**src/hdl/cit_cfg.svh**
```systemverilog
// Offsets, field positions, reset values and counts of the interval timer
// Assumes inclusion by its bare name from the timer module
`ifndef CIT_CFG_SVH
`define CIT_CFG_SVH

// ****************************************************************
// Register offsets (byte addresses, one 32-bit word each)
// ****************************************************************
`define CIT_CTRL_ADDR    8'h00
`define CIT_CMD_ADDR     8'h04
`define CIT_STATUS_ADDR  8'h08
`define CIT_COUNT_ADDR   8'h0C
`define CIT_RESULT_ADDR  8'h10
`define CIT_FORMAT_ADDR  8'h14

// ****************************************************************
// Field positions
// ****************************************************************
`define CIT_MODE_LSB     0
`define CIT_INSEL_LSB    3
`define CIT_REAR_BIT     5
`define CIT_RATE_LSB     6
`define CIT_AVG_LSB      10
`define CIT_CLR_BIT      0

// ****************************************************************
// Reset values
// ****************************************************************
`define CIT_MODE_RST     3'h0
`define CIT_INSEL_RST    2'h0
`define CIT_REAR_RST     1'h0
`define CIT_RATE_RST     4'h0
`define CIT_AVG_RST      2'h0

// ****************************************************************
// Counts and limits
// ****************************************************************
`define CIT_TB_STAGES    8
`define CIT_RATE_MAX     4'h8
`define CIT_MULT_RATE_MAX 4'h2
`define CIT_DEAD_LAST    10'h3E7
`define CIT_BCD_FULL     32'h99999999

`endif

```
**src/hdl/cit_pkg.sv**
```systemverilog
// Types of the crossing interval timer: modes, selections, states, result
// Assumes the constants of cit_cfg.svh for offsets and counts
package cit_pkg;

    typedef enum logic [2:0] {
        CIT_SINGLE_INT = 3'h0,
        CIT_SINGLE_EXT = 3'h1,
        CIT_MULT_INT   = 3'h2,
        CIT_MULT_EXT   = 3'h3,
        CIT_CONT_INT   = 3'h4,
        CIT_CONT_EXT   = 3'h5
    } cit_mode_t;

    typedef enum logic [1:0] {
        CIT_SEL_PRIMARY   = 2'h0,
        CIT_SEL_SECONDARY = 2'h1,
        CIT_SEL_SPLIT     = 2'h2
    } cit_insel_t;

    typedef enum logic [1:0] {
        CIT_S_IDLE = 2'b00,
        CIT_S_OPEN = 2'b01,
        CIT_S_HOLD = 2'b10,
        CIT_S_DEAD = 2'b11
    } cit_state_t;

    typedef enum logic [1:0] {
        CIT_UNIT_NONE = 2'h0,
        CIT_UNIT_US   = 2'h1,
        CIT_UNIT_MS   = 2'h2,
        CIT_UNIT_S    = 2'h3
    } cit_unit_t;

    typedef struct packed {
        logic [2:0] mode;
        logic [1:0] insel;
        logic       rear;
        logic [3:0] rate;
        logic [1:0] avg_exp;
    } cit_ctrl_t;

    typedef struct packed {
        logic [31:0] bcd;
        logic [2:0]  dp;
        cit_unit_t   unit;
        logic        ovf;
    } cit_result_t;

endpackage

```
**src/hdl/cit_timer.sv**
```systemverilog
// Crossing interval timer: gated BCD counter between marker pulses
// Assumes pulse and count inputs synchronous to clock_i at 100 MHz
`timescale 1ns/1ps
`default_nettype none
`include "cit_cfg.svh"

module cit_timer (
    input  wire logic           clock_i,
    input  wire logic           reset_n_i,
    input  wire logic [7:0]     addr_i,
    input  wire logic [31:0]    wdata_i,
    input  wire logic           wr_i,
    input  wire logic           rd_i,
    output logic [31:0]         rdata_o,
    input  wire logic           primary_front_i,
    input  wire logic           primary_rear_i,
    input  wire logic           secondary_front_i,
    input  wire logic           secondary_rear_i,
    input  wire logic           ext_count_i,
    output cit_pkg::cit_result_t result_o,
    output logic                gate_o,
    output logic                reset_inhibit_o,
    output logic                end_of_count_o
);

    // ****************************************************************
    // BCD increment
    // ****************************************************************
    function automatic logic [32:0] cit_bcd_inc(input logic [31:0] v);
        logic [32:0] r;
        logic        c;
        r = 33'h0;
        c = 1'b1;
        for (int i = 0; i < 8; i++) begin
            if (c && (v[4*i +: 4] == 4'h9)) begin
                r[4*i +: 4] = 4'h0;
            end else begin
                r[4*i +: 4] = v[4*i +: 4] + {3'h0, c};
                c = 1'b0;
            end
        end
        r[32] = c;
        return r;
    endfunction

    cit_pkg::cit_ctrl_t  ctrl_reg;
    logic                clr_reg;
    cit_pkg::cit_state_t state_reg;
    cit_pkg::cit_state_t state_next;
    logic [31:0]         cnt_reg;
    logic                ovf_reg;
    logic [9:0]          intv_reg;
    logic [9:0]          dead_reg;
    logic [3:0]          div_reg [0:`CIT_TB_STAGES-1];
    logic [8:0]          tb;
    logic                prim_q;
    logic                sec_q;
    logic                ext_q;
    logic                mode_mult;
    logic                mode_cont;
    logic                mode_single;
    logic                ext_mode;
    logic                split;
    logic [3:0]          eff_rate;
    logic                prim;
    logic                sec;
    logic                prim_pulse;
    logic                sec_pulse;
    logic                chan_pulse;
    logic                start_ev;
    logic                stop_ev;
    logic                src_tick;
    logic                close;
    logic [9:0]          avg_n;
    logic [32:0]         inc;
    logic [2:0]          fmt_dp;
    cit_pkg::cit_unit_t  fmt_unit;

    // ****************************************************************
    // Register port
    // ****************************************************************
    always_ff @(posedge clock_i) begin
        if (!reset_n_i) begin
            ctrl_reg <= {`CIT_MODE_RST, `CIT_INSEL_RST, `CIT_REAR_RST, `CIT_RATE_RST, `CIT_AVG_RST};
        end else if (wr_i && (addr_i == `CIT_CTRL_ADDR)) begin
            ctrl_reg <= {wdata_i[`CIT_MODE_LSB +: 3], wdata_i[`CIT_INSEL_LSB +: 2],
                         wdata_i[`CIT_REAR_BIT], wdata_i[`CIT_RATE_LSB +: 4],
                         wdata_i[`CIT_AVG_LSB +: 2]};
        end
    end

    // Manual display reset command, one cycle
    always_ff @(posedge clock_i) begin
        if (!reset_n_i) begin
            clr_reg <= 1'b0;
        end else begin
            clr_reg <= wr_i && (addr_i == `CIT_CMD_ADDR) && wdata_i[`CIT_CLR_BIT];
        end
    end
    always_ff @(posedge clock_i) begin
        if (!reset_n_i || !rd_i) begin
            rdata_o <= 32'h0;
        end else begin
            unique case (addr_i)
                `CIT_CTRL_ADDR:   rdata_o <= {20'h0, ctrl_reg.avg_exp, ctrl_reg.rate,
                                              ctrl_reg.rear, ctrl_reg.insel, ctrl_reg.mode};
                `CIT_STATUS_ADDR: rdata_o <= {27'h0, ovf_reg, reset_inhibit_o, gate_o, state_reg};
                `CIT_COUNT_ADDR:  rdata_o <= cnt_reg;
                `CIT_RESULT_ADDR: rdata_o <= result_o.bcd;
                `CIT_FORMAT_ADDR: rdata_o <= {26'h0, result_o.ovf, result_o.unit, result_o.dp};
                default:          rdata_o <= 32'h0;
            endcase
        end
    end

    // ****************************************************************
    // Mode decode and source selection
    // ****************************************************************
    always_comb begin
        mode_mult   = (ctrl_reg.mode == cit_pkg::CIT_MULT_INT) ||
                      (ctrl_reg.mode == cit_pkg::CIT_MULT_EXT);
        mode_cont   = (ctrl_reg.mode == cit_pkg::CIT_CONT_INT) ||
                      (ctrl_reg.mode == cit_pkg::CIT_CONT_EXT);
        mode_single = !mode_mult && !mode_cont;
        ext_mode    = (ctrl_reg.mode == cit_pkg::CIT_SINGLE_EXT) ||
                      (ctrl_reg.mode == cit_pkg::CIT_MULT_EXT) ||
                      (ctrl_reg.mode == cit_pkg::CIT_CONT_EXT);
        split       = mode_single && (ctrl_reg.insel == cit_pkg::CIT_SEL_SPLIT);
        if (mode_mult) begin
            eff_rate = (ctrl_reg.rate > `CIT_MULT_RATE_MAX) ? `CIT_MULT_RATE_MAX
                                                           : ctrl_reg.rate;
        end else begin
            eff_rate = (ctrl_reg.rate > `CIT_RATE_MAX) ? `CIT_RATE_MAX : ctrl_reg.rate;
        end
        unique case (ctrl_reg.avg_exp)
            2'h0: avg_n = 10'h001;
            2'h1: avg_n = 10'h00A;
            2'h2: avg_n = 10'h064;
            2'h3: avg_n = 10'h3E8;
        endcase
    end

    always_comb begin
        prim       = ctrl_reg.rear ? primary_rear_i : primary_front_i;
        sec        = ctrl_reg.rear ? secondary_rear_i : secondary_front_i;
        prim_pulse = prim && !prim_q;
        sec_pulse  = sec && !sec_q;
        chan_pulse = (ctrl_reg.insel == cit_pkg::CIT_SEL_SECONDARY) ? sec_pulse : prim_pulse;
        start_ev   = split ? prim_pulse : chan_pulse;
        stop_ev    = split ? sec_pulse : chan_pulse;
    end

    always_ff @(posedge clock_i) begin
        if (!reset_n_i) begin
            prim_q <= 1'b0;
            sec_q  <= 1'b0;
            ext_q  <= 1'b0;
        end else begin
            prim_q <= prim;
            sec_q  <= sec;
            ext_q  <= ext_count_i;
        end
    end

    // ****************************************************************
    // Decade time base: tb[0] is the 100 MHz clock itself
    // ****************************************************************
    always_comb begin
        tb[0] = 1'b1;
        for (int i = 0; i < `CIT_TB_STAGES; i++) begin
            tb[i+1] = tb[i] && (div_reg[i] == 4'h9);
        end
    end
    always_ff @(posedge clock_i) begin
        for (int i = 0; i < `CIT_TB_STAGES; i++) begin
            if (!reset_n_i) begin
                div_reg[i] <= 4'h0;
            end else if (tb[i]) begin
                div_reg[i] <= (div_reg[i] == 4'h9) ? 4'h0 : div_reg[i] + 4'h1;
            end
        end
    end

    // External edges counted only in external modes
    assign src_tick = ext_mode ? (ext_count_i && !ext_q) : tb[eff_rate];

    // ****************************************************************
    // Gate control
    // ****************************************************************
    always_comb begin
        state_next = state_reg;
        close      = 1'b0;
        if (clr_reg) begin
            state_next = cit_pkg::CIT_S_IDLE;
        end else begin
            unique case (state_reg)
                cit_pkg::CIT_S_IDLE: begin
                    if (start_ev) begin
                        state_next = cit_pkg::CIT_S_OPEN;
                    end
                end
                cit_pkg::CIT_S_OPEN: begin
                    if (stop_ev && (!mode_mult || (intv_reg + 10'h1 >= avg_n))) begin
                        close      = 1'b1;
                        state_next = mode_cont ? cit_pkg::CIT_S_DEAD : cit_pkg::CIT_S_HOLD;
                    end
                end
                cit_pkg::CIT_S_HOLD: state_next = cit_pkg::CIT_S_HOLD;
                cit_pkg::CIT_S_DEAD: begin
                    if (src_tick && (dead_reg == `CIT_DEAD_LAST)) begin
                        state_next = cit_pkg::CIT_S_IDLE;
                    end
                end
            endcase
        end
    end

    always_ff @(posedge clock_i) begin
        if (!reset_n_i) begin
            state_reg <= cit_pkg::CIT_S_IDLE;
        end else begin
            state_reg <= state_next;
        end
    end
    // Completed intervals in average mode
    always_ff @(posedge clock_i) begin
        if (!reset_n_i || (state_reg != cit_pkg::CIT_S_OPEN)) begin
            intv_reg <= 10'h0;
        end else if (stop_ev && !close) begin
            intv_reg <= intv_reg + 10'h1;
        end
    end
    // Reset time between gates in continuous modes
    always_ff @(posedge clock_i) begin
        if (!reset_n_i || (state_reg != cit_pkg::CIT_S_DEAD)) begin
            dead_reg <= 10'h0;
        end else if (src_tick) begin
            dead_reg <= dead_reg + 10'h1;
        end
    end

    // ****************************************************************
    // BCD counter, fastest digit steps on each src_tick: time base tb[eff_rate] or external edge
    // ****************************************************************
    assign inc = cit_bcd_inc(cnt_reg);

    always_ff @(posedge clock_i) begin
        if (!reset_n_i || clr_reg) begin
            cnt_reg <= 32'h0;
            ovf_reg <= 1'b0;
        end else if ((state_reg == cit_pkg::CIT_S_IDLE) && start_ev) begin
            cnt_reg <= 32'h0;
            ovf_reg <= 1'b0;
        end else if (close && mode_cont) begin
            cnt_reg <= 32'h0;
            ovf_reg <= 1'b0;
        end else if ((state_reg == cit_pkg::CIT_S_OPEN) && src_tick && !ovf_reg) begin
            if (inc[32]) begin
                ovf_reg <= 1'b1;
            end else begin
                cnt_reg <= inc[31:0];
            end
        end
    end

    // ****************************************************************
    // Readout units and decimal point (digits right of the point)
    // ****************************************************************
    always_comb begin
        fmt_dp   = 3'h0;
        fmt_unit = cit_pkg::CIT_UNIT_NONE;
        if (!ext_mode && mode_mult) begin
            fmt_unit = cit_pkg::CIT_UNIT_US;
            fmt_dp   = 3'(4'h2 - eff_rate) + {1'b0, ctrl_reg.avg_exp};
        end else if (!ext_mode) begin
            if (eff_rate < 4'h3) begin
                fmt_unit = cit_pkg::CIT_UNIT_US;
                fmt_dp   = 3'(4'h2 - eff_rate);
            end else if (eff_rate < 4'h6) begin
                fmt_unit = cit_pkg::CIT_UNIT_MS;
                fmt_dp   = 3'(4'h5 - eff_rate);
            end else begin
                fmt_unit = cit_pkg::CIT_UNIT_S;
                fmt_dp   = 3'(4'h8 - eff_rate);
            end
        end
    end

    always_ff @(posedge clock_i) begin
        if (!reset_n_i || clr_reg) begin
            result_o <= '0;
        end else if (close) begin
            result_o.bcd  <= cnt_reg;
            result_o.dp   <= fmt_dp;
            result_o.unit <= fmt_unit;
            result_o.ovf  <= ovf_reg;
        end
    end

    always_ff @(posedge clock_i) begin
        if (!reset_n_i) begin
            gate_o          <= 1'b0;
            reset_inhibit_o <= 1'b0;
            end_of_count_o  <= 1'b0;
        end else begin
            gate_o          <= state_next == cit_pkg::CIT_S_OPEN;
            reset_inhibit_o <= (state_next == cit_pkg::CIT_S_OPEN) ||
                               (state_next == cit_pkg::CIT_S_DEAD);
            end_of_count_o  <= close;
        end
    end
endmodule
`default_nettype wire

```
**config.mk**
```make
export PLATFORM = sky130hd
export DESIGN_NAME = cit_timer
export DESIGN_NICKNAME = d
export VERILOG_FILES = /design/src/hdl/cit_pkg.sv /design/src/hdl/cit_timer.sv
export VERILOG_INCLUDE_DIRS = /design/src /design/src/hdl
export SDC_FILE = /design/constraint.sdc
export NUM_CORES = 1
export LEC_CHECK = 0
export BUFFER_PORTS_ARGS = -buffer_cell sky130_fd_sc_hd__buf_2
export CAP_MARGIN = 10
export CORE_UTILIZATION = 58
export CTS_BUF_LIST = sky130_fd_sc_hd__clkbuf_16
export CTS_CLUSTER_DIAMETER = 60
export CTS_CLUSTER_SIZE = 10
export DETAILED_ROUTE_END_ITERATION = 8
export PLACE_DENSITY = 0.87
export SYNTH_ARGS = -nofsm -noshare
export SYNTH_HDL_FRONTEND = slang
export SYNTH_SLANG_ARGS = --single-unit
```
**constraint.sdc**
```tcl
create_clock -name clock_i -period 4.34 [get_ports clock_i]
set_input_delay 0.434 -clock clock_i [delete_from_list [all_inputs] [get_ports clock_i]]
set_output_delay 0.434 -clock clock_i [all_outputs]
set_load 0.02 [all_outputs]
```
Word level (Yosys, flattened, before mapping)
Memory sizes are Yosys's and may differ from the RTL's. Index checks and enable logic that the tools add are counted.

Memories kept: 1. Bits in writable memories: 32. Bits in registers: 144. Logic and storage cells: 241.

$add $sub $neg: 22. Bitwise logic cells: 9. Equality and inequality tests: 39. Multiplexer cells: 86. Reduce and logical (&&, ||, !) cells: 56. $lt $le $gt $ge: 6.

Memory list: div_reg (depth 8, width 4, read ports 8, clocked after Yosys merged registers in 0, write ports 8, RTL line cit_timer.sv:54) `` logic [3:0] div_reg [0:`CIT_TB_STAGES-1]; ``.

Operator list (count): one-hot mux 32 bit (5 select lines) (1); two-way mux 4 bit (27); == test 4 bit, second input constant (16); two-way mux 1 bit (44); one-hot mux 10 bit (4 select lines) (1); adder 4 x 1 -> 4 bit, second input constant (9); logical AND 1 bit (30); adder 4 x 1 -> 4 bit (7); adder 10 x 1 -> 10 bit, second input constant (2); == test 8 x 4 -> 1 bit, second input constant (2); == test 8 x 5 -> 1 bit, second input constant (2); two-way mux 2 bit (7); == test 2 bit, second input constant (6); two-way mux 3 bit (4); == test 10 bit, second input constant (1); >= comparator 10 bit (1); logical NOT 1 bit (10); logical OR 1 bit (10); == test 2 x 1 -> 1 bit, second input constant (4); == test 8 x 3 -> 1 bit, second input constant (1); logical NOT 8 bit (1); OR 1 bit (8); one-hot mux 2 bit (4 select lines) (1); == test 3 x 2 -> 1 bit, second input constant (2); 18 further kinds (21).

Depth between registers and ports, before layout
Word-level depth: 18. Gate-level depth with buffers: 14. Gate-level depth less buffers: 12.

Worst setup path before layout
No wires, ideal clock.

Kind: register -> register. From: register intv_reg[2]. To: register result_o[10] (netlist bit). Required time: 4.212 ns. Library setup time: 0.128 ns. Path buffers: 2. Data arrival time: 2.979 ns. Stages on the path, launching flop included: 15. Slack: 1.233 ns. Cell sequence: dfxtp_1 -> nand3_1 -> nor2_1 -> nand3_1 -> or2_2 -> xnor2_1 -> ha_1 -> a211oi_1 -> o21ai_0 -> a21oi_1 -> nand3b_1 -> buf_2 -> buf_2 -> mux2i_1 -> nor2_1.

Word-level cells in the longest chain between the ends: 7.

Ends and longest elaborated chain: from (decl) (RTL line cit_timer.sv:52) `logic [9:0] intv_reg;`; from (signal assigned) (RTL line cit_timer.sv:230) `intv_reg <= intv_reg + 10'h1;`; adder 10 x 1 -> 10 bit (RTL line cit_timer.sv:203) `if (stop_ev && (!mode_mult || (intv_reg + 10'h1 >= avg_n))) begin`; >= comparator 10 bit (RTL line cit_timer.sv:203); logical OR 1 bit (RTL line cit_timer.sv:203); logical AND 1 bit (RTL line cit_timer.sv:203); two-way mux 1 bit (RTL line cit_timer.sv:203); two-way mux 1 bit (RTL line cit_timer.sv:196) `unique case (state_reg)`; two-way mux 1 bit (RTL line cit_timer.sv:193) `if (clr_reg) begin`; to (decl) (RTL line cit_timer.sv:20) `output cit_pkg::cit_result_t result_o,`.

Every way passes these cells. A chain may end at the register's enable or synchronous reset.

Final worst setup path
From: register intv_reg[2]. To: register result_o[7] (netlist bit).

Same word-level chain as after synthesis.

==> impl_metrics.prom <==
# TYPE chip_impl_metric gauge
chip_impl_metric{name="drv.max_cap_violation_count",unit=""} 0
chip_impl_info{name="hold_class",value="in2reg"} 1
chip_impl_metric{name="design.final.nets",unit=""} 1100
chip_impl_info{name="layout_common_cells",value="147 x sky130_fd_sc_hd__dfxtp_1, 143 x sky130_fd_sc_hd__nor2_1, 101 x sky130_fd_sc_hd__buf_2, 58 x sky130_fd_sc_hd__nand2_1, 53 x sky130_fd_sc_hd__nand3_1"} 1
chip_impl_info{name="run_status",value="completed"} 1
chip_impl_metric{name="setup_total_negative_slack",unit="ns"} 0
chip_impl_metric{name="post_cts_resize_count",unit=""} 0
chip_impl_metric{name="netlist_instances",unit=""} 926
chip_impl_metric{name="critical_path_data_arrival_time",unit="ns"} 3.95
chip_impl_metric{name="post_cts_buffers",unit=""} 0
chip_impl_metric{name="cts_max_path_buffers",unit=""} 2
chip_impl_metric{name="pwr-share-clk",unit="%"} 44.5
chip_impl_metric{name="power.density",unit="mW/mm^2"} 341
chip_impl_metric{name="number_of_flip_flops_under_the_largest_register_name",unit=""} 38
chip_impl_info{name="cp-end-kind",value="register"} 1
chip_impl_metric{name="global_route.overflow_total",unit=""} 0
chip_impl_info{name="register_containing_the_most_flip_flops_in_the_final_layout",value="result_o"} 1
chip_impl_metric{name="finish.instance_area",unit="sq mm"} 0.00977
chip_impl_metric{name="flip_flop_and_latch_count_after_synthesis",unit=""} 175
chip_impl_metric{name="fp.dieW",unit="um"} 124
chip_impl_metric{name="finalClockSkew",unit="ns"} 0.00923
chip_impl_metric{name="first_global_vias",unit=""} 6520
chip_impl_metric{name="std_cell_rows",unit=""} 44
chip_impl_info{name="cts.root.buffer_cell",value="sky130_fd_sc_hd__clkbuf_16"} 1
chip_impl_metric{name="design.die.area",unit="sq mm"} 0.0153
chip_impl_metric{name="drtAntennaViolNets",unit=""} 0
chip_impl_metric{name="postPlaceCellArea",unit="sq mm"} 0.00920
chip_impl_metric{name="peak_supply_drop",unit="V"} 0.000286
chip_impl_metric{name="port_buffers",unit=""} 101
chip_impl_metric{name="totalWireLength",unit="um"} 20100
chip_impl_metric{name="floorplan.io_pins",unit=""} 122
chip_impl_metric{name="cp.required",unit="ns"} 4.65
chip_impl_metric{name="clk_pin_slew_worst_paths",unit="ns"} 0.07
chip_impl_metric{name="fin_ws",unit="ns"} 0.703
chip_impl_metric{name="n_antenna_cell",unit=""} 0
chip_impl_metric{name="final.fill_count",unit=""} 1126
chip_impl_metric{name="count_of_routing_violations_after_the_opening_detailed_route_iteration",unit=""} 479
chip_impl_metric{name="hold_viol_final",unit=""} 0
chip_impl_metric{name="clock_sinks",unit=""} 175
chip_impl_metric{name="grt_max_degree",unit=""} 38
chip_impl_metric{name="dp_hpwl",unit="um"} 14100
chip_impl_info{name="grt_setup_unrepaired",value="false"} 1
chip_impl_metric{name="number_of_antenna_violations_at_the_first_check_in_global_routing",unit=""} 0
chip_impl_metric{name="timing.max_slew.rel_slack",unit="%"} 34.7
chip_impl_metric{name="postCtsHoldBufs",unit=""} 0
chip_impl_metric{name="wl_per_cell",unit="um"} 16.8
chip_impl_metric{name="place.gp.congestion",unit=""} 0.871
chip_impl_metric{name="seq_area_frac_synth",unit="%"} 44.0
chip_impl_metric{name="initial_utilization",unit="%"} 59.4
chip_impl_metric{name="slew_viol_final",unit=""} 0
chip_impl_metric{name="post-place-ws",unit="ns"} 0.780
chip_impl_metric{name="asyncSetResetFlopFracSynth",unit="%"} 0
chip_impl_metric{name="drt-vias-per-instance",unit=""} 6.03
chip_impl_metric{name="fmax",unit="MHz"} 275
chip_impl_metric{name="postSynthAreaPerCell",unit="sq um"} 9.28
chip_impl_metric{name="router_iterations_before_antenna_repair",unit=""} 5
chip_impl_metric{name="number_of_design_rule_violations_left_after_detail_routing",unit=""} 0
chip_impl_metric{name="die_height",unit="um"} 124
chip_impl_info{name="most_common_cell_after_layout_fill_and_taps_aside",value="sky130_fd_sc_hd__dfxtp_1"} 1
chip_impl_info{name="critPathLaunchType",value="register"} 1
chip_impl_info{name="tritoncts",value="done"} 1
chip_impl_metric{name="comb_power_share",unit="%"} 5.0
chip_impl_metric{name="worstMarginPinSlew",unit="ns"} 0.980
chip_impl_metric{name="power.static_leakage",unit="nW"} 4.10
chip_impl_metric{name="drive_gt1_share",unit="%"} 16.0
chip_impl_metric{name="final_clock_period_utilization_by_the_worst_path",unit="%"} 83.8
chip_impl_metric{name="final_setup_violating_endpoints",unit=""} 0
chip_impl_metric{name="dr_total_vias",unit=""} 7244
chip_impl_metric{name="seq_power_share",unit="%"} 50.5
chip_impl_metric{name="min_period",unit="ns"} 3.64
chip_impl_metric{name="areaGrowthSynthToFinish",unit="%"} 13.7
chip_impl_metric{name="synth_nets",unit=""} 1020
chip_impl_metric{name="core_region_area",unit="sq mm"} 0.0145
chip_impl_metric{name="path_max_fanout",unit=""} 27
chip_impl_metric{name="cts_made_buffers",unit=""} 17
chip_impl_metric{name="htreeDepth",unit=""} 4
chip_impl_metric{name="number_of_warnings_issued_by_yosys",unit=""} 0
chip_impl_info{name="critical_path_class",value="reg2reg"} 1
chip_impl_metric{name="mappedNetlistArea",unit="sq mm"} 0.00860
chip_impl_metric{name="power_switching",unit="mW"} 0.771
chip_impl_metric{name="sw_frac_of_total",unit="%"} 23.1
chip_impl_metric{name="grt_pass1_wl",unit="um"} 32000
chip_impl_metric{name="number_of_enable_flip_flop_cells_after_synthesis",unit=""} 28
chip_impl_metric{name="track_usage",unit="%"} 27.2
chip_impl_metric{name="clock_insertion_delay_at_the_later_pin_of_the_skew_report",unit="ns"} 0.43
chip_impl_info{name="synth_top_flop_cell",value="sky130_fd_sc_hd__dfxtp_1"} 1
chip_impl_metric{name="intPower",unit="mW"} 2.56
chip_impl_metric{name="synth_cell_types",unit=""} 73
## critical path, stage by stage (launching register included)
cell	delay, ns
sky130_fd_sc_hd__dfxtp_1	0.39
sky130_fd_sc_hd__nand3_1	0.18
sky130_fd_sc_hd__nor2_1	0.25
sky130_fd_sc_hd__nand3_1	0.19
sky130_fd_sc_hd__or2_2	0.36
sky130_fd_sc_hd__xnor2_1	0.17
sky130_fd_sc_hd__ha_1	0.26
sky130_fd_sc_hd__a211oi_1	0.20
sky130_fd_sc_hd__o21ai_0	0.13
sky130_fd_sc_hd__a21oi_1	0.43
sky130_fd_sc_hd__nand3b_1	0.21
sky130_fd_sc_hd__buf_4	0.37
sky130_fd_sc_hd__mux2i_1	0.29
sky130_fd_sc_hd__nor2_1	0.06
## stage by stage
step	cells	util (%)	hold WS (ns)	power (mW)
after floorplan	926	-	0.433	1.83
after global placement	1171	63.5	0.448	1.88
after detailed placement	1171	63.5	0.464	1.88
after CTS	1202	67.5	0.240	3.34
after global routing	1202	67.5	0.256	3.42
final	1202	67.5	0.241	3.33
## layer usage
| layer | wire length, um | up-vias | part of all wire (%) | track usage, % |
|---|---|---|---|---|
| met5 | 0 | - | 0 | 0 |
| met1 | 8840 | 3451 | 44 | 35.0 |
| li1 | - | 3495 | - | - |
| met4 | 610 | 0 | 3.0 | 11.5 |
| met3 | 1280 | 40 | 6.4 | 5.82 |
| met2 | 9400 | 258 | 47 | 44.0 |
## synth_stat cells, types with 13 or more instances
cell                       count  area, sq um
sky130_fd_sc_hd__mux2i_1      50          500
sky130_fd_sc_hd__edfxtp_1     28          841
sky130_fd_sc_hd__ha_1         44          551
sky130_fd_sc_hd__inv_1        30          113
sky130_fd_sc_hd__xnor2_1      13          114
sky130_fd_sc_hd__xor2_1       23          201
sky130_fd_sc_hd__nand2_1      58          218
sky130_fd_sc_hd__nand3_1      53          265
sky130_fd_sc_hd__clkbuf_1     31          116
sky130_fd_sc_hd__o21ai_0      35          175
sky130_fd_sc_hd__a21oi_1      25          125
sky130_fd_sc_hd__nor2_1      144          541
sky130_fd_sc_hd__o211ai_1     24          180
sky130_fd_sc_hd__buf_2        13         65.1
sky130_fd_sc_hd__a22oi_1      20          150
sky130_fd_sc_hd__dfxtp_1     147         2940
sky130_fd_sc_hd__a21boi_0     14          105
## final timing paths
check	from	to	slack [ns]	cells after the start
max reg2reg	intv_reg[2]$_SDFFE_PP0P_	result_o[7]$_SDFFE_PP0P_	0.70	13
min reg2reg	div_reg[0][0]$_SDFF_PP0_	div_reg[0][0]$_SDFF_PP0_	0.48	1
max	intv_reg[2]$_SDFFE_PP0P_	result_o[7]$_SDFFE_PP0P_	0.70	13
min	ext_count_i	ext_q$_SDFF_PN0_	0.24	2
## power by group through the flow
stage          sequential (mW)  combinational [mW]  clock, mW
2_1_floorplan             1.72               0.114          0
3_3_place_gp              1.72               0.158          0
3_5_place_dp              1.72               0.162          0
4_1_cts                   1.68               0.163       1.49
5_1_grt                   1.69               0.181       1.55
6_report                  1.68               0.166       1.48
## cells by family after synthesis
family                   Yosys count  synth area share, %
AO/OA/AOI/OAI                    182                 15.2
XOR/XNOR                          36                 3.67
adder cells (fa/ha/maj)           45                 6.64
buffers and inverters             79                 3.73
flip-flops                       175                 44.0
multiplexers                      51                 6.00
AND/OR/NAND/NOR                  358                 20.7
## final cells by class
type | instances | area (sq um) | share of cell area (%)
multi-input cells | 672 | 4500 | 46.1
clock buffers | 17 | 425 | 4.35
repair buffers | 110 | 573 | 5.87
flip-flops and latches | 175 | 3780 | 38.7
inverters | 30 | 113 | 1.15
clock inverters | 14 | 145 | 1.49
well taps | 184 | 230 | 2.36
(Power assumes the default switching activity.)
